--- src/core/lin_regs_cfg.svh ---
// Constants for the link register interface: offsets, fields, resets.
// Assumes an 8-bit special-function bus with byte-wide strobes.
`ifndef LIN_REGS_CFG_SVH
`define LIN_REGS_CFG_SVH
`define CFG_ADDR          8'h95
`define PTR_ADDR          8'h92
`define DATA_ADDR         8'h93
`define IDX_FRAME_LAST    4'h7
`define IDX_CTRL          4'h8
`define IDX_STATUS        4'h9
`define IDX_ERR           4'ha
`define IDX_LEN           4'hb
`define IDX_DIV           4'hc
`define IDX_MUL           4'hd
`define IDX_ID            4'he
`define CFG_RESET         8'h00
`define CTRL_RESET        8'h00
`define CFG_MASK          8'he0
`define CTRL_STOP         7
`define CTRL_SLEEP        6
`define CTRL_DIR          5
`define CTRL_ACK          4
`define CTRL_CLR_INT      3
`define CTRL_CLR_ERR      2
`define CTRL_WAKE         1
`define CTRL_START        0
`define ERR_SLAVE_MASK    8'h18
`define ID_MASK           8'h3f
`define CFG_MASTER        6
`define CFG_AUTO          5
`define ST_DONE           0
`define ST_WAKE           1
`define ST_ERR            2
`define ST_INT            3
`define ST_REQ            4
`define ST_ABORT          5
`define ST_IDLE           6
`define ST_ACTIVE         7
`define ST_SLAVE_MASK     8'h30
`define ERR_USED_MASK     8'h1f
`endif

--- src/core/lin_regs_pkg.sv ---
// Types for the link register interface.
// Assumes lin_regs_cfg.svh supplies the numbers.
package lin_regs_pkg;
  typedef struct packed {
    logic       enable;
    logic       master;
    logic       auto_baud;
  } link_config_type;
  typedef struct packed {
    logic       done;
    logic       error;
    logic       wakeup;
    logic       data_request;
    logic       active;
    logic       idle_timeout;
    logic       abort;
    logic [7:0] err_flags;
  } engine_event_type;
endpackage : lin_regs_pkg

--- src/core/lin_register_interface.sv ---
// Register interface of the link controller: config, pointer, data port.
// Assumes a framing engine on the same clock reports events each cycle.
`timescale 1ns/1ps
`include "lin_regs_cfg.svh"
module lin_register_interface
  import lin_regs_pkg::*;
(
  // Clock and reset
  input  wire logic             core_clk,
  input  wire logic             resetn,
  input  wire logic             clk_en,
  // Special-function bus
  input  wire logic [7:0]       sfr_addr,
  input  wire logic [7:0]       sfr_wdata,
  input  wire logic             sfr_wr,
  input  wire logic             sfr_rd,
  output logic      [7:0]       sfr_rdata,
  // Framing engine
  input  wire engine_event_type eng_evt,
  input  wire logic [7:0]       eng_rx_byte,
  input  wire logic [2:0]       eng_rx_index,
  input  wire logic             eng_rx_valid,
  input  wire logic [5:0]       eng_rx_id,
  input  wire logic             eng_rx_id_valid,
  input  wire logic             eng_break_seen,
  output link_config_type       cfg_out,
  output logic      [7:0]       ctrl_out,
  output logic      [7:0]       length_out,
  output logic      [7:0]       divider_out,
  output logic      [7:0]       multiplier_out,
  output logic      [7:0]       identifier_out,
  output logic                  use_auto_baud,
  output logic                  engine_halted,
  output logic                  interrupt_pending
);
  logic [7:0] cfg_r, cfg_nxt, ptr_r, ptr_nxt, ctrl_r, ctrl_nxt;
  logic [7:0] stat_r, stat_nxt, err_r, err_nxt, len_r, len_nxt;
  logic [7:0] div_r, div_nxt, mul_r, mul_nxt, id_r, id_nxt;
  logic       halt_r, halt_nxt, int_r, int_nxt;
  logic [7:0] frame_r [8];
  logic [7:0] frame_nxt [8];
  logic [7:0] rdata_r, rdata_nxt;
  logic       is_master, is_slave, data_wr, buf_ok, finish;

  function automatic logic [7:0] ctrl_view(input logic [7:0] c,
                                           input logic m);
    logic [7:0] v;
    v = c;
    v[`CTRL_CLR_INT] = 1'b0;
    v[`CTRL_CLR_ERR] = 1'b0;
    v[`CTRL_STOP]    = 1'b0;
    if (m) begin
      v[`CTRL_SLEEP] = 1'b0;
      v[`CTRL_ACK]   = 1'b0;
    end else begin
      v[`CTRL_START] = 1'b0;
    end
    return v;
  endfunction : ctrl_view

  assign is_master = cfg_r[`CFG_MASTER];
  assign is_slave  = ~cfg_r[`CFG_MASTER];
  assign data_wr   = sfr_wr && (sfr_addr == `DATA_ADDR);
  // Slave may only touch buffer and id during an idle data request
  assign buf_ok = is_master ||
                  (stat_r[`ST_REQ] && !stat_r[`ST_ACTIVE]);
  assign finish = eng_evt.done || eng_evt.error;

  always_comb begin
    cfg_nxt  = cfg_r;
    ptr_nxt  = ptr_r;
    ctrl_nxt = ctrl_r;
    len_nxt  = len_r;
    div_nxt  = div_r;
    mul_nxt  = mul_r;
    id_nxt   = id_r;
    halt_nxt = halt_r;
    frame_nxt = frame_r;
    if (sfr_wr && sfr_addr == `CFG_ADDR)
      cfg_nxt = sfr_wdata & `CFG_MASK;
    if (sfr_wr && sfr_addr == `PTR_ADDR)
      ptr_nxt = sfr_wdata;
    if (data_wr) begin
      if (ptr_r[3:0] <= `IDX_FRAME_LAST && ptr_r[7:4] == 4'h0 && buf_ok)
        frame_nxt[ptr_r[2:0]] = sfr_wdata;
      unique case (ptr_r)
        {4'h0, `IDX_CTRL}: begin
          ctrl_nxt[`CTRL_DIR]  = sfr_wdata[`CTRL_DIR];
          ctrl_nxt[`CTRL_WAKE] = ctrl_r[`CTRL_WAKE] | sfr_wdata[`CTRL_WAKE];
          if (is_master)
            ctrl_nxt[`CTRL_START] = ctrl_r[`CTRL_START] |
                                    sfr_wdata[`CTRL_START];
          if (is_slave) begin
            ctrl_nxt[`CTRL_SLEEP] = sfr_wdata[`CTRL_SLEEP];
            ctrl_nxt[`CTRL_ACK]   = ctrl_r[`CTRL_ACK] |
                                    sfr_wdata[`CTRL_ACK];
            if (sfr_wdata[`CTRL_STOP])
              halt_nxt = 1'b1;
          end
        end
        {4'h0, `IDX_LEN}: len_nxt = sfr_wdata;
        {4'h0, `IDX_DIV}: div_nxt = sfr_wdata;
        {4'h0, `IDX_MUL}: mul_nxt = sfr_wdata;
        {4'h0, `IDX_ID}:  if (buf_ok) id_nxt = sfr_wdata & `ID_MASK;
        default: ;
      endcase
    end
    if (eng_rx_valid)
      frame_nxt[eng_rx_index] = eng_rx_byte;
    if (eng_rx_id_valid)
      id_nxt = {2'b00, eng_rx_id};
    if (eng_break_seen)
      halt_nxt = 1'b0;
    if (finish) begin
      ctrl_nxt[`CTRL_START] = 1'b0;
      ctrl_nxt[`CTRL_WAKE]  = 1'b0;
      ctrl_nxt[`CTRL_ACK]   = 1'b0;
    end
    ctrl_nxt[`CTRL_STOP]    = 1'b0;
    ctrl_nxt[`CTRL_CLR_INT] = 1'b0;
    ctrl_nxt[`CTRL_CLR_ERR] = 1'b0;
  end

  // Status and errors: hardware set wins over a same-cycle software clear
  always_comb begin
    logic clr_int, clr_err;
    clr_int = data_wr && ptr_r == {4'h0, `IDX_CTRL} &&
              sfr_wdata[`CTRL_CLR_INT];
    clr_err = data_wr && ptr_r == {4'h0, `IDX_CTRL} &&
              sfr_wdata[`CTRL_CLR_ERR];
    stat_nxt = stat_r;
    err_nxt  = err_r;
    int_nxt  = int_r;
    if (clr_int) int_nxt = 1'b0;
    if (clr_err) begin
      err_nxt = 8'h00;
      stat_nxt[`ST_ERR] = 1'b0;
    end
    stat_nxt[`ST_ACTIVE] = eng_evt.active;
    if (eng_evt.done)         stat_nxt[`ST_DONE] = 1'b1;
    if (eng_evt.wakeup)       stat_nxt[`ST_WAKE] = 1'b1;
    if (eng_evt.error)        stat_nxt[`ST_ERR] = 1'b1;
    if (eng_evt.data_request) stat_nxt[`ST_REQ] = 1'b1;
    if (finish || eng_evt.abort) stat_nxt[`ST_REQ] = 1'b0;
    if (eng_evt.abort)        stat_nxt[`ST_ABORT] = 1'b1;
    if (eng_break_seen && !eng_evt.abort) stat_nxt[`ST_ABORT] = 1'b0;
    if (eng_evt.idle_timeout) stat_nxt[`ST_IDLE] = 1'b1;
    err_nxt = err_nxt | (eng_evt.err_flags & `ERR_USED_MASK);
    if (finish || eng_evt.data_request || eng_evt.wakeup ||
        eng_evt.idle_timeout) begin
      int_nxt = 1'b1;
    end
    stat_nxt[`ST_INT] = int_nxt;
  end

  always_comb begin
    rdata_nxt = rdata_r;
    if (sfr_rd) begin
      rdata_nxt = 8'h00;
      if (sfr_addr == `CFG_ADDR) rdata_nxt = cfg_r;
      else if (sfr_addr == `PTR_ADDR) rdata_nxt = ptr_r;
      else if (sfr_addr == `DATA_ADDR && ptr_r[7:4] == 4'h0) begin
        if (ptr_r[3:0] <= `IDX_FRAME_LAST)
          rdata_nxt = buf_ok ? frame_r[ptr_r[2:0]] : 8'h00;
        else
          unique case (ptr_r[3:0])
            `IDX_CTRL:   rdata_nxt = ctrl_view(ctrl_r, is_master);
            `IDX_STATUS: rdata_nxt = is_master ? (stat_r & ~`ST_SLAVE_MASK)
                                               : stat_r;
            `IDX_ERR:    rdata_nxt = is_master ? (err_r & ~`ERR_SLAVE_MASK)
                                               : err_r;
            `IDX_LEN:    rdata_nxt = len_r;
            `IDX_DIV:    rdata_nxt = div_r;
            `IDX_MUL:    rdata_nxt = mul_r;
            `IDX_ID:     rdata_nxt = buf_ok ? id_r : 8'h00;
            default:     rdata_nxt = 8'h00;
          endcase
      end
    end
  end

  always_ff @(posedge core_clk or negedge resetn) begin
    if (!resetn) begin
      cfg_r   <= `CFG_RESET;
      ctrl_r  <= `CTRL_RESET;
      ptr_r   <= 8'h00;
      stat_r  <= 8'h00;
      err_r   <= 8'h00;
      len_r   <= 8'h00;
      div_r   <= 8'h00;
      mul_r   <= 8'h00;
      id_r    <= 8'h00;
      halt_r  <= 1'b0;
      int_r   <= 1'b0;
      rdata_r <= 8'h00;
      for (int i = 0; i < 8; i++) frame_r[i] <= 8'h00;
    end else if (clk_en) begin
      cfg_r   <= cfg_nxt;
      ctrl_r  <= ctrl_nxt;
      ptr_r   <= ptr_nxt;
      stat_r  <= stat_nxt;
      err_r   <= err_nxt;
      len_r   <= len_nxt;
      div_r   <= div_nxt;
      mul_r   <= mul_nxt;
      id_r    <= id_nxt;
      halt_r  <= halt_nxt;
      int_r   <= int_nxt;
      rdata_r <= rdata_nxt;
      frame_r <= frame_nxt;
    end
  end

  assign sfr_rdata      = rdata_r;
  assign cfg_out        = link_config_type'(cfg_r[7:5]);
  assign ctrl_out       = ctrl_r;
  assign length_out     = len_r;
  assign divider_out    = div_r;
  assign multiplier_out = mul_r;
  assign identifier_out = id_r;
  // Auto-baud only means something to a slave
  assign use_auto_baud  = cfg_r[`CFG_AUTO] & is_slave;
  assign engine_halted  = halt_r;
  assign interrupt_pending = int_r;

  property p_cfg_write;
    @(posedge core_clk) disable iff (!resetn)
      (clk_en && sfr_wr && sfr_addr == `CFG_ADDR) |=>
        cfg_r == ($past(sfr_wdata) & `CFG_MASK);
  endproperty
  a_cfg_write: assert property (p_cfg_write)
    else $error("Config write not stored");
  property p_auto_baud;
    @(posedge core_clk) disable iff (!resetn)
      is_master |-> !use_auto_baud;
  endproperty
  a_auto_baud: assert property (p_auto_baud)
    else $error("Auto baud active in master mode");
  property p_start_master;
    @(posedge core_clk) disable iff (!resetn)
      (clk_en && is_slave && !$past(ctrl_r[0])) |=> !ctrl_r[0] || is_master;
  endproperty
  a_start_master: assert property (p_start_master)
    else $error("Start set in slave mode");
  property p_clear_reads_zero;
    @(posedge core_clk) disable iff (!resetn)
      ctrl_r[3:2] == 2'b00;
  endproperty
  a_clear_reads_zero: assert property (p_clear_reads_zero)
    else $error("Clear bits held");
  property p_auto_clear;
    @(posedge core_clk) disable iff (!resetn)
      (clk_en && finish) |=> (ctrl_r[`CTRL_START] == 1'b0 &&
                              ctrl_r[`CTRL_WAKE] == 1'b0 &&
                              ctrl_r[`CTRL_ACK] == 1'b0);
  endproperty
  a_auto_clear: assert property (p_auto_clear)
    else $error("Request bits survived completion");
  property p_stop_halts;
    @(posedge core_clk) disable iff (!resetn)
      (clk_en && is_slave && data_wr && ptr_r == 8'h08 &&
       sfr_wdata[7] && !eng_break_seen) |=> engine_halted;
  endproperty
  a_stop_halts: assert property (p_stop_halts)
    else $error("Stop did not halt");
  property p_err_clear;
    @(posedge core_clk) disable iff (!resetn)
      (clk_en && data_wr && ptr_r == 8'h08 && sfr_wdata[2] &&
       !eng_evt.error && eng_evt.err_flags == 8'h00) |=> err_r == 8'h00;
  endproperty
  a_err_clear: assert property (p_err_clear)
    else $error("Errors not cleared");
  property p_id_guard;
    @(posedge core_clk) disable iff (!resetn)
      (clk_en && is_slave && !buf_ok && !eng_rx_id_valid) |=> $stable(id_r);
  endproperty
  a_id_guard: assert property (p_id_guard)
    else $error("Identifier changed without request");
endmodule : lin_register_interface

--- config.mk ---
export PLATFORM = sky130hd
export DESIGN_NAME = lin_register_interface
export DESIGN_NICKNAME = d
export VERILOG_FILES = /design/src/core/lin_regs_pkg.sv /design/src/core/lin_register_interface.sv
export VERILOG_INCLUDE_DIRS = /design/src /design/src/core
export SDC_FILE = /design/constraint.sdc
export NUM_CORES = 1
export LEC_CHECK = 0
export ABC_AREA = 1
export BUFFER_PORTS_ARGS = -buffer_cell sky130_fd_sc_hd__buf_4
export CORE_MARGIN = 10
export CORE_UTILIZATION = 64
export CTS_CLUSTER_SIZE = 28
export DETAILED_ROUTE_END_ITERATION = 16
export PLACE_DENSITY = 0.84
export SLEW_MARGIN = 20
export SYNTH_ARGS = -nofsm -noshare
export SYNTH_HDL_FRONTEND = slang
export SYNTH_SLANG_ARGS = --single-unit
export TNS_END_PERCENT = 50
--- constraint.sdc ---
create_clock -name core_clk -period 2.8 [get_ports core_clk]
set_input_delay 0 -clock core_clk [delete_from_list [all_inputs] [get_ports core_clk]]
set_output_delay 0 -clock core_clk [all_outputs]
set_load 0.02 [all_outputs]
# --- Word-level counts from Yosys, hierarchy flattened ---
# Cells that the tools add are included.
# W data, S select, Z words.
word_totals:
  reg_bits: 138
  input_bits: 56
  output_inout_bits: 54
op_classes:
  n_lt_le_gt_ge: 5
  eq_ne: 17
  mux: 50
  n_bitwise: 8
  reduce_logical: 53
ops:
  columns: ["cell", "count"]
  rows:
  - ["$mux W64", 3]
  - ["$bwmux W64", 2]
  - ["$mux W8", 15]
  - ["$pmux W8 S7", 1]
  - ["$demux W8 S3", 2]
  - ["$eq A8 B4 Y1 const B", 5]
  - ["$eq A4 B4 Y1 const B", 7]
  - ["$bmux W8 S3", 1]
  - ["$eq A8 B8 Y1 const B", 3]
  - ["$reduce_bool A2 Y1", 12]
  - ["$mux W1", 21]
  - ["$reduce_and A2 Y1", 9]
  - ["$reduce_and A4 Y1", 4]
  - ["$reduce_and A3 Y1", 5]
  - ["$logic_and A1 B1 Y1", 13]
  - ["$ge A4 B4 Y1 const B", 2]
  - ["$lt A4 B1 Y1 const B", 2]
  - ["$not A3 Y4", 2]
  - ["$or A8 B5 Y8", 1]
  - ["$logic_or A1 B1 Y1", 6]
  - ["$mux W2", 3]
  - ["$mux W6", 1]
  - ["$mux W5", 1]
  - ["$reduce_and A5 Y1", 1]
  - ["other kinds (8)", 11]

# --- Depth between registers and ports, before layout ---
# Gate-level depths: netlist of the first run.
logic_depth:
  ltp_word: 10
  mapped_depth: 14

# --- Least setup slack after synthesis of the first run ---
# No wires, ideal clock.
synth_path:
  path_kind: "register to register"
  from: "register cfg_r[6]"
  to: "register frame_r[24] in the netlist's numbering"
  setup_time_ns: 0.116
  t_arrival_ns: 1.519
  slack_ns: 1.165
  path_stages_with_launch: 11
  path_buffers: 1
  cell_sequence: "dfrtp_1 -> inv_2 -> nand2_4 -> inv_2 -> nor2_8 -> buf_8 -> nand3_2 -> nand2_1 -> nand3_1 -> nand2_1 -> nand2_1"
synth_via:
  elab_chain_cells: 6
synth_rtl:
  columns: ["element", "line", "text"]
  rows:
  - ["start, declared", "lin_register_interface.sv:36", "logic [7:0] cfg_r, cfg_nxt, ptr_r, ptr_nxt, ctrl_r, ctrl_nxt;"]
  - ["start signal, assigned", "lin_register_interface.sv:184", "cfg_r <= `CFG_RESET;"]
  - ["start signal, assigned", "lin_register_interface.sv:198", "cfg_r <= cfg_nxt;"]
  - ["$logic_or A1 B1 Y1 *", "lin_register_interface.sv:65", "assign buf_ok = is_master ||"]
  - ["$logic_and A1 B1 Y1 *", "lin_register_interface.sv:84", "if (ptr_r[3:0] <= `IDX_FRAME_LAST && ptr_r[7:4] == 4'h0 && buf_ok)"]
  - ["$mux W64 *", "lin_register_interface.sv:84", null]
  - ["$mux W64 *", "lin_register_interface.sv:83", "if (data_wr) begin"]
  - ["$bwmux W64", "lin_register_interface.sv:109", "frame_nxt[eng_rx_index] = eng_rx_byte;"]
  - ["$mux W64 *", "lin_register_interface.sv:108", "if (eng_rx_valid)"]
  - ["end signal, assigned", "lin_register_interface.sv:210", "frame_r <= frame_nxt;"]
  - ["end, declared", "lin_register_interface.sv:40", "logic [7:0] frame_r [8];"]
# Mark *: on every way between the ends. The rest lies on a longest branch, timed or not.
# A chain may end at the register's enable or synchronous reset.

# --- Worst setup path in the final report of the first run ---
layout_path:
  from: "register ptr_r[0]"
  to: "register stat_r[3]"
layout_via:
  elab_chain_cells: 5
layout_rtl:
  columns: ["element", "line", "text"]
  rows:
  - ["start, declared", "lin_register_interface.sv:36", null]
  - ["start signal, assigned", "lin_register_interface.sv:200", "ptr_r <= ptr_nxt;"]
  - ["$eq A8 B4 Y1", "lin_register_interface.sv:127", "clr_int = data_wr && ptr_r == {4'h0, `IDX_CTRL} &&"]
  - ["$logic_and A1 B1 Y1 (2 in a row)", "lin_register_interface.sv:127", null]
  - ["$mux W1", "lin_register_interface.sv:134", "if (clr_int) int_nxt = 1'b0;"]
  - ["$mux W1", "lin_register_interface.sv:149", "if (finish || eng_evt.data_request || eng_evt.wakeup ||"]
  - ["end signal, assigned", "lin_register_interface.sv:201", "stat_r <= stat_nxt;"]
  - ["end, declared", "lin_register_interface.sv:37", "logic [7:0] stat_r, stat_nxt, err_r, err_nxt, len_r, len_nxt;"]
# No other way between the ends.

==> results.cfg, run 1 <==
[floorplanning]
die_x_microns = 142
dieArea_sq_mm = 0.0200
ioPinCount = 110
coreArea_sq_mm = 0.0145
fp.dieH_microns = 142
start_util_pct = 65.3
rows = 44

[logic_synthesis]
synth-compound-area-share_pct = 13.8
async_flop_share_pct = 100
synth.most_common_cell = nand2_1
yosysWarnings = 0
synth_common_cells = nand2_1, inv_1, o21ai_0, nand3_1, dfrtp_1
synthAdderAreaFrac_pct = 0
synth.distinct_cells = 41
synth_xor_xnor_area_share_pct = 0
synthesis.area_sq_mm = 0.00945
synth-edff-count = 0
avgSynthCellArea_sq_um = 6.43
synth_top_flop_cell = dfrtp_1
synth-simple-area-share_pct = 38.1
muxShareOfSynthArea_pct = 0.106
synth_top_family_by_area = simple AND/OR/NAND/NOR gates
ys_ff_latch = 132
yosys.area.top_type = dfrtp_1
synth_cells = 1470
synthTopCellsByArea = dfrtp_1, nand2_1, o21ai_0
yosysSeqAreaShare_pct = 35.0
synth_top_area_share_pct = 35.0

[clock_network]
cts_tree = yes
cts.clk_slew.worst_paths_ns = 0.07
cts_max_path_buffers = 2
cts_root_buf = clkbuf_16
post_cts_buffers = 0
clock_latency_ns = 0.45
h-tree-depth = 4
cts_made_buffers = 17
cts_sinks = 132

[setup_path]
arrival_ns = 3.08
path_max_fanout = 14
cp.required_ns = 3.14
crit_start = ptr_r[0]
crit_type = reg -> reg
reg2reg_depth = 7
startpoint_type = register
timing.rr.start = ptr_r[0]
end_kind = register

[route]
first_pass_iters = 7
first_iter_violations = 1588
wire_per_inst_microns = 19.0
routed_wl_mm = 33.9
via_per_inst = 6.02
antenna_left = 0
drc = 0
num_vias = 10759

[timing]
rsz0062_at_grt = false
holdWs_ns = 0.000582
min_period_ns = 2.75
max_freq_mhz = 364
worst_slew_pin_slew_ns = 0.758
finalHoldViolCount = 0
setup_viol = 0
worst_clock_skew_ns = 0.0139
setup_tns_ns = 0
fin_crit_sh_pct = 98.2
slew_violations = 0
slew_headroom_pct = 49.5

[power_and_ir_drop]
ir_drop_mv = 0.462
p_leak_nw = 5.89
p_per_area_mw_per_mm2 = 512

[global_route]
grt_start_max_net_pins = 81
gr-usage-all-layers_pct = 33.1
grt_pass1_wl_mm = 53.0
antenna_found_initial = 0
grt-ovfl-total = 0
first_global_vias = 10053

[min_path]
hp-class = in -> reg
min_from = eng_rx_id_valid
whs_path_depth = 3

[placed_design]
dp_hpwl_mm = 21.6
gp_congestion = 0.972
port_buffers = 101

[finish]
fillers = 1055
nets = 1644
area_growth_pct = 19.5
drive_above_1_share_pct = 13.4

[outcome]
outcome = completed

[run]
cap_violations = 0
-- path summary, 6_finish.rpt --
| path | endpoint | slack (ns) |
|---|---|---|
| max in group asynchronous | frame_r[15] | 1.93 |
| setup reg to reg | stat_r[3] | 0.05 |
| hold reg to reg | sfr_rdata[4] | 0.48 |
| setup / recovery | stat_r[3] | 0.05 |
| hold / removal | identifier_out[4] | 0.0006 |
| min in group asynchronous | frame_r[52] | 0.17 |
-- report_power, final --
group | internal, W | switching [W] | total (W) | leakage, nW
registers | 0.00210 | 0.000226 | 0.00233 | 1.55
logic | 0.000488 | 0.000780 | 0.00127 | 4.08
clock network | 0.00117 | 0.00102 | 0.00218 | 0.266
-- timing repair --
item | in CTS | in global routing
setup endpoints to repair | 0 | 1
hold endpoints to repair | 149 | 0
hold buffers | 54 | 0
resized for setup | 0 | 1
-- area by class of cell --
cell class,instances,area (sq um),share of cell area [%]
Inverter,191,726,6.43
Antenna cell,1,2.50,0.0222
Clock buffer,17,425,3.77
Clock inverter,15,138,1.22
Tap cell,184,230,2.04
Multi-Input combinational cell,1065,4930,43.7
Timing Repair Buffer,181,1540,13.6
Sequential cell,132,3300,29.2
-- flip-flops by register name, summed over array words and instances (netlist names) --
name and count:
frame_r 64, sfr_rdata 8, identifier_out 6, err_r 5, stat_r 8, multiplier_out 8
ctrl_out 5, ptr_r 8, cfg_r 3, engine_halted 1, length_out 8, divider_out 8
-- cells by family after synthesis --
logic type      Yosys count
mux                       1
compound gates          247
simple gates            812
buf+inv                 277
other cells               1
flops                   132
-- per-layer routing --
layer / vias to the layer above / share of wire (%) / global-route usage [%]
met3: 182 / 15 / 10.2
met4: 0 / 5.6 / 17.8
met2: 815 / 44 / 50.1
met1: 4867 / 36 / 41.4
li1: 4895 / - / -
met5: - / 0 / 0
-- cell usage in the layout, fill, tap and decap left out, types with 2 or more instances in the layout --
master	Yosys	layout
nor2_8	5	5
nor2_1	92	92
nor3_4	3	3
a21oi_1	53	53
clkinvlp_4	0	4
inv_1	179	179
clkbuf_16	0	17
dlygate4sd3_1	0	54
o21ai_1	32	32
nand2_2	6	6
nand3_4	3	3
clkinv_2	0	2
buf_4	12	123
inv_8	0	3
inv_6	0	5
clkinv_4	1	2
dfrtp_1	132	132
nand4_1	34	34
o211ai_1	5	5
o21ai_2	6	6
buf_12	0	3
o21ai_0	144	144
nand2_1	508	508
nand3_2	4	4
nand2_4	4	4
nor3_1	3	3
nor2_2	6	6
nor2_4	5	5
conb_1	1	5
nand3_1	136	136
inv_2	10	9
-- through the flow --
stage          cell area (sq um)  total power (W)  utilization (%)  instances  setup WS [ns]
2_1_floorplan               9460          0.00309                -       1474           1.16
3_3_place_gp               10200          0.00345             70.4       1699          0.636
3_5_place_dp               10200          0.00350             70.4       1699          0.579
4_1_cts                    11300          0.00571             78.0       1785          0.188
5_1_grt                    11300          0.00602             78.0       1785         0.0105
6_report                   11300          0.00578             78.0       1786         0.0509
-- worst max-delay path, stage by stage, from the launching register on --
cell and delay [ns]:
dfrtp_1 0.46, nor2_4 0.44, nand2_1 0.30, nor2_2 0.23
nand3_2 0.21, o21ai_0 0.32, nand3_1 0.11, dlygate4sd3_1 0.57
Power figures use the tool's default switching activity.
==> run 2: changes to the inputs <==
Settings changed: CORE_ASPECT_RATIO from default to 0.75.
==> results.cfg, run 2 (synthesis results as in run 1) <==
[route]
routed_wl_mm = 34.2
antenna_left = 0
drc = 0
first_iter_violations = 1507
wire_per_inst_microns = 19.1
first_pass_iters = 7
via_per_inst = 5.89
num_vias = 10537

[timing]
min_period_ns = 2.52
fin_crit_sh_pct = 90.1
setup_tns_ns = 0
finalHoldViolCount = 0
setup_viol = 0
rsz0062_at_grt = false
worst_clock_skew_ns = 0.00822
worst_slew_pin_slew_ns = 0.827
slew_headroom_pct = 44.9
slew_violations = 0
max_freq_mhz = 396

[finish]
layout_common_cells = nand2_1, inv_1, o21ai_0, nand3_1, dfrtp_1
fillers = 1109
largest-register = frame_r
largest_reg_flops = 64
instances_no_fill = 1788
seq_area_sq_mm = 0.00330
area_growth_pct = 18.7
layout_commonest_cell = nand2_1
multi_input_area_sq_mm = 0.00493
nets = 1631
antennaDiodeCount = 0
drive_above_1_share_pct = 13.4

[setup_path]
reg2reg_depth = 8
startpoint_type = register
end_kind = register
path_max_fanout = 15
arrival_ns = 2.91
critical_path.endpoint = engine_halted
cp_cell_sequence = inv_2 > nand2_1 > nor2_2 > nand3_2 > inv_2 > nand3_1 > a21boi_1 > dlygate4sd3_1
reg2reg_slack_ns = 0.28
crit_type = reg -> reg
cp.required_ns = 3.19
cpMostUsedCell = inv_2
timing.rr.start = ptr_r[2]
r2r_end = engine_halted
crit_start = ptr_r[2]
slowest_stage = dlygate4sd3_1
max_stage_delay_ns = 0.56

[clock_network]
clock_latency_ns = 0.45
cts_made_buffers = 17
cts_sinks = 132
cts.clk_slew.worst_paths_ns = 0.07
cts_root_buf = clkbuf_16
cts_tree = yes
cts_resized = 0
cts_max_path_buffers = 2
h-tree-depth = 4

[power_and_ir_drop]
p_leak_nw = 5.87
ir_drop_mv = 0.487
p_per_area_mw_per_mm2 = 524

[placed_design]
gp_congestion = 1.01
dp.cells = 1710
dp_hpwl_mm = 22.5
port_buffers = 101

[outcome]
outcome = completed

[global_route]
antenna_found_initial = 0
grt-ovfl-total = 0
grt_start_max_net_pins = 82
gr-usage-all-layers_pct = 32.9
first_global_vias = 9260
grt_pass1_wl_mm = 52.5

[floorplanning]
dieArea_sq_mm = 0.0201
coreArea_sq_mm = 0.0145
ioPinCount = 110
die_x_microns = 160
fp.dieH_microns = 125
rows = 38
start_util_pct = 65.4

[min_path]
hp-class = in -> reg

[run]
cap_violations = 0
run 2: changes by cell type in the layout (fill, tap and decap cells not counted), sizes merged:
cell / delta
inv: +2
clkinv: -1
dlygate4sd3: -10
diode: -1
clkinvlp: -2
buf: -3
bufinv: +1
run 2: final cells by class:
class / count / area share (%)
multi-input combinational: 1065 / 44.0
inverter: 191 / 6.46
tap: 200 / 2.23
sequential: 132 / 29.5
clock inverter: 15 / 1.43
timing repair buffer: 168 / 12.6
clock buffer: 17 / 3.79
run 2: routing by layer:
layer	share of wire, %	vias up	GRT usage (%)
li1	-	4870	-
met4	3.2	0	13.1
met1	39	4765	46.4
met2	41	816	45.9
met5	0	-	0
met3	17	86	9.97
run 2: timing repair:
| action | in CTS | in global routing |
|---|---|---|
| buffers inserted | 0 | 2 |
| hold endpoints to repair | 177 | 0 |
| endpoints found under the setup margin | 0 | 1 |
| hold buffers | 44 | 0 |
run 2: worst min path at each step:
stage                               start           endpoint  slack [ns]  depth (start not counted)
final                     eng_rx_id_valid  identifier_out[3]       0.003                          3
after CTS                     sfr_addr[3]           cfg_r[5]       0.004                          4
after detailed placement           resetn        frame_r[10]        0.11                          1
after floorplan                    resetn           cfg_r[5]       -0.30                          0
after global routing          sfr_addr[3]           cfg_r[5]        0.03                          4
after global placement             resetn        frame_r[61]        0.12                          1
run 2: worst max-delay path, delay by kind of cell (launching register included):
kind,cells,cell delay (ns)
buffers and inverters,3,1.07
AND/OR/NAND/NOR,4,0.80
AO/OA/AOI/OAI,1,0.15
flip-flops,1,0.43
run 2: report_power, final:
part	switching (W)	leakage [nW]	internal, W
clock network	0.00102	0.283	0.00126
logic	0.000787	4.04	0.000481
registers	0.000223	1.55	0.00210
run 2: metrics by stage:
step	power (W)	utilization [%]	setup slack [ns]	cell area, sq um	hold WS (ns)
6_report	0.00587	77.6	0.277	11200	0.00252
5_1_grt	0.00610	77.6	0.204	11200	0.0330
4_1_cts	0.00580	77.5	0.179	11200	0.00409
3_5_place_dp	0.00351	70.4	0.482	10200	0.114
3_3_place_gp	0.00347	70.4	0.535	10200	0.115
2_1_floorplan	0.00309	-	1.16	9460	-0.296
==> run 3: changes to the inputs <==
Settings changed: BUFFER_PORTS_ARGS -buffer_cell sky130_fd_sc_hd__buf_4 to default, CORE_UTILIZATION 64 to 65, DONT_BUFFER_PORTS from default to 1, MAX_ROUTING_LAYER from default to met4, PLACE_DENSITY 0.84 to 0.79.
==> results.cfg, run 3 (synthesis results as in run 1) <==
[run]
cap_violations = 0

[route]
via_per_inst = 6.04
wire_per_inst_microns = 20.0
first_iter_violations = 1600
num_vias = 10256
drc = 0
antenna_left = 0
routed_wl_mm = 33.9
first_pass_iters = 7

[power_and_ir_drop]
ir_drop_mv = 0.458
p_per_area_mw_per_mm2 = 547
clkPwrFrac_pct = 39.7
pwr-share-seq_pct = 40.9
p_int_w = 0.00379
switching_share_pct = 34.3
netSwitchingPower_w = 0.00198
p_leak_nw = 5.43
combPwrFrac_pct = 19.3

[finish]
layout_commonest_cell = nand2_1
drive_above_1_share_pct = 7.16
fillers = 1194
postLayoutCoreUtil_pct = 73.4
largest_reg_flops = 64
multi_input_area_sq_mm = 0.00494
area_growth_pct = 11.6
layout_common_cells = nand2_1, inv_1, o21ai_0, nand3_1, dfrtp_1
nets = 1537
instances_no_fill = 1698
seq_area_sq_mm = 0.00330
largest-register = frame_r

[floorplanning]
coreArea_sq_mm = 0.0144
die_x_microns = 159
fp.dieH_microns = 124
start_util_pct = 65.8
dieArea_sq_mm = 0.0198
ioPinCount = 110
rows = 38

[clock_network]
postCtsHoldBufs = 56
cts_root_buf = clkbuf_16
h-tree-depth = 4
clock_latency_ns = 0.45
cts_sinks = 132
cts_max_path_buffers = 2
cts.clk_slew.worst_paths_ns = 0.07
cts_tree = yes
cts_made_buffers = 17

[placed_design]
dp_hpwl_mm = 21.8
port_buffers = 0
dp.cells = 1604
gp_congestion = 0.988

[outcome]
outcome = finished with violations
violations = negative hold slack

[setup_path]
path_max_fanout = 99
cp.required_ns = 3.18
crit_type = reg -> reg
reg2reg_slack_ns = 0.21
arrival_ns = 2.97
end_kind = register
startpoint_type = register

[global_route]
first_global_vias = 9153
grt-ovfl-total = 0
antenna_found_initial = 3
gr-usage-all-layers_pct = 34.3
grt_start_max_net_pins = 133
grt_pass1_wl_mm = 52.6

[timing]
rsz0062_at_grt = false
finalHoldViolCount = 132
min_period_ns = 2.59
slew_headroom_pct = 38.4
worst_slew_pin_slew_ns = 0.921
setup_tns_ns = 0
holdWs_ns = -0.759
setup_viol = 0
worst_clock_skew_ns = 0.00942
fin_crit_sh_pct = 92.3
slew_violations = 0
max_freq_mhz = 387

[min_path]
hp-class = in -> async
-- run 3: power groups by stage --
stage / sequential, W / combinational [W] / clock, W
after floorplan: 0.00229 / 0.000805 / 0
after global placement: 0.00237 / 0.000905 / 0
after detailed placement: 0.00238 / 0.000936 / 0
after CTS: 0.00235 / 0.00108 / 0.00227
after global routing: 0.00238 / 0.00126 / 0.00237
final: 0.00236 / 0.00111 / 0.00229
-- run 3: worst paths after layout --
| path | start | end | depth (start not counted) |
|---|---|---|---|
| worst max-delay path | stat_r[7] | frame_r[49] | 13 |
| max in group asynchronous | resetn | length_out[6] | 0 |
| worst max register to register | stat_r[7] | frame_r[49] | 13 |
| worst min-delay path | resetn | frame_r[8] | 0 |
| worst min register to register | stat_r[1] | stat_r[1] | 2 |
| min in group core_clk | sfr_addr[0] | sfr_rdata[0] | 6 |
-- run 3: critical path, stage by stage (launching register included) --
cell           delay, ns
dfrtp_1             0.37
inv_1               0.13
nand2_1             0.15
nand2_4             0.16
inv_2               0.17
nor2_8              0.15
buf_12              0.32
nand2_1             0.09
o21ai_1             0.08
nand2_1             0.06
nand3_1             0.08
nand2_1             0.07
o21ai_1             0.07
dlygate4sd3_1       0.56
-- run 3: routing by layer --
metal	track usage (%)	wire, microns	vias to the layer above
met4	11.1	1120	0
met5	-	0	-
met1	48.2	13700	4646
met3	11.0	5480	130
met2	45.3	13600	787
li1	-	-	4693
-- run 3: stage by stage --
stage          setup slack [ns]  area (sq um)  power, W  hold slack [ns]
3_5_place_dp              0.532          9350   0.00331           -0.290
2_1_floorplan              1.16          9460   0.00309           -0.296
4_1_cts                   0.180         10500   0.00570           -0.749
6_report                  0.214         10500   0.00577           -0.759
3_3_place_gp              0.612          9350   0.00328           -0.290
5_1_grt                  0.0694         10500   0.00600           -0.767
-- run 3: area by class of cell --
type,count,area share [%]
tap,200,2.37
sequential,132,31.3
antenna,4,0.0950
multi-input combinational,1065,46.9
inverter,191,6.87
clock buffer,17,4.04
clock inverter,15,1.54
timing repair buffer,74,6.88
-- run 3: what timing repair did --
item,4_1_cts,5_1_grt
resized for setup,0,1
setup buffers,0,2
setup endpoints to repair,0,3
hold endpoints to repair,263,132
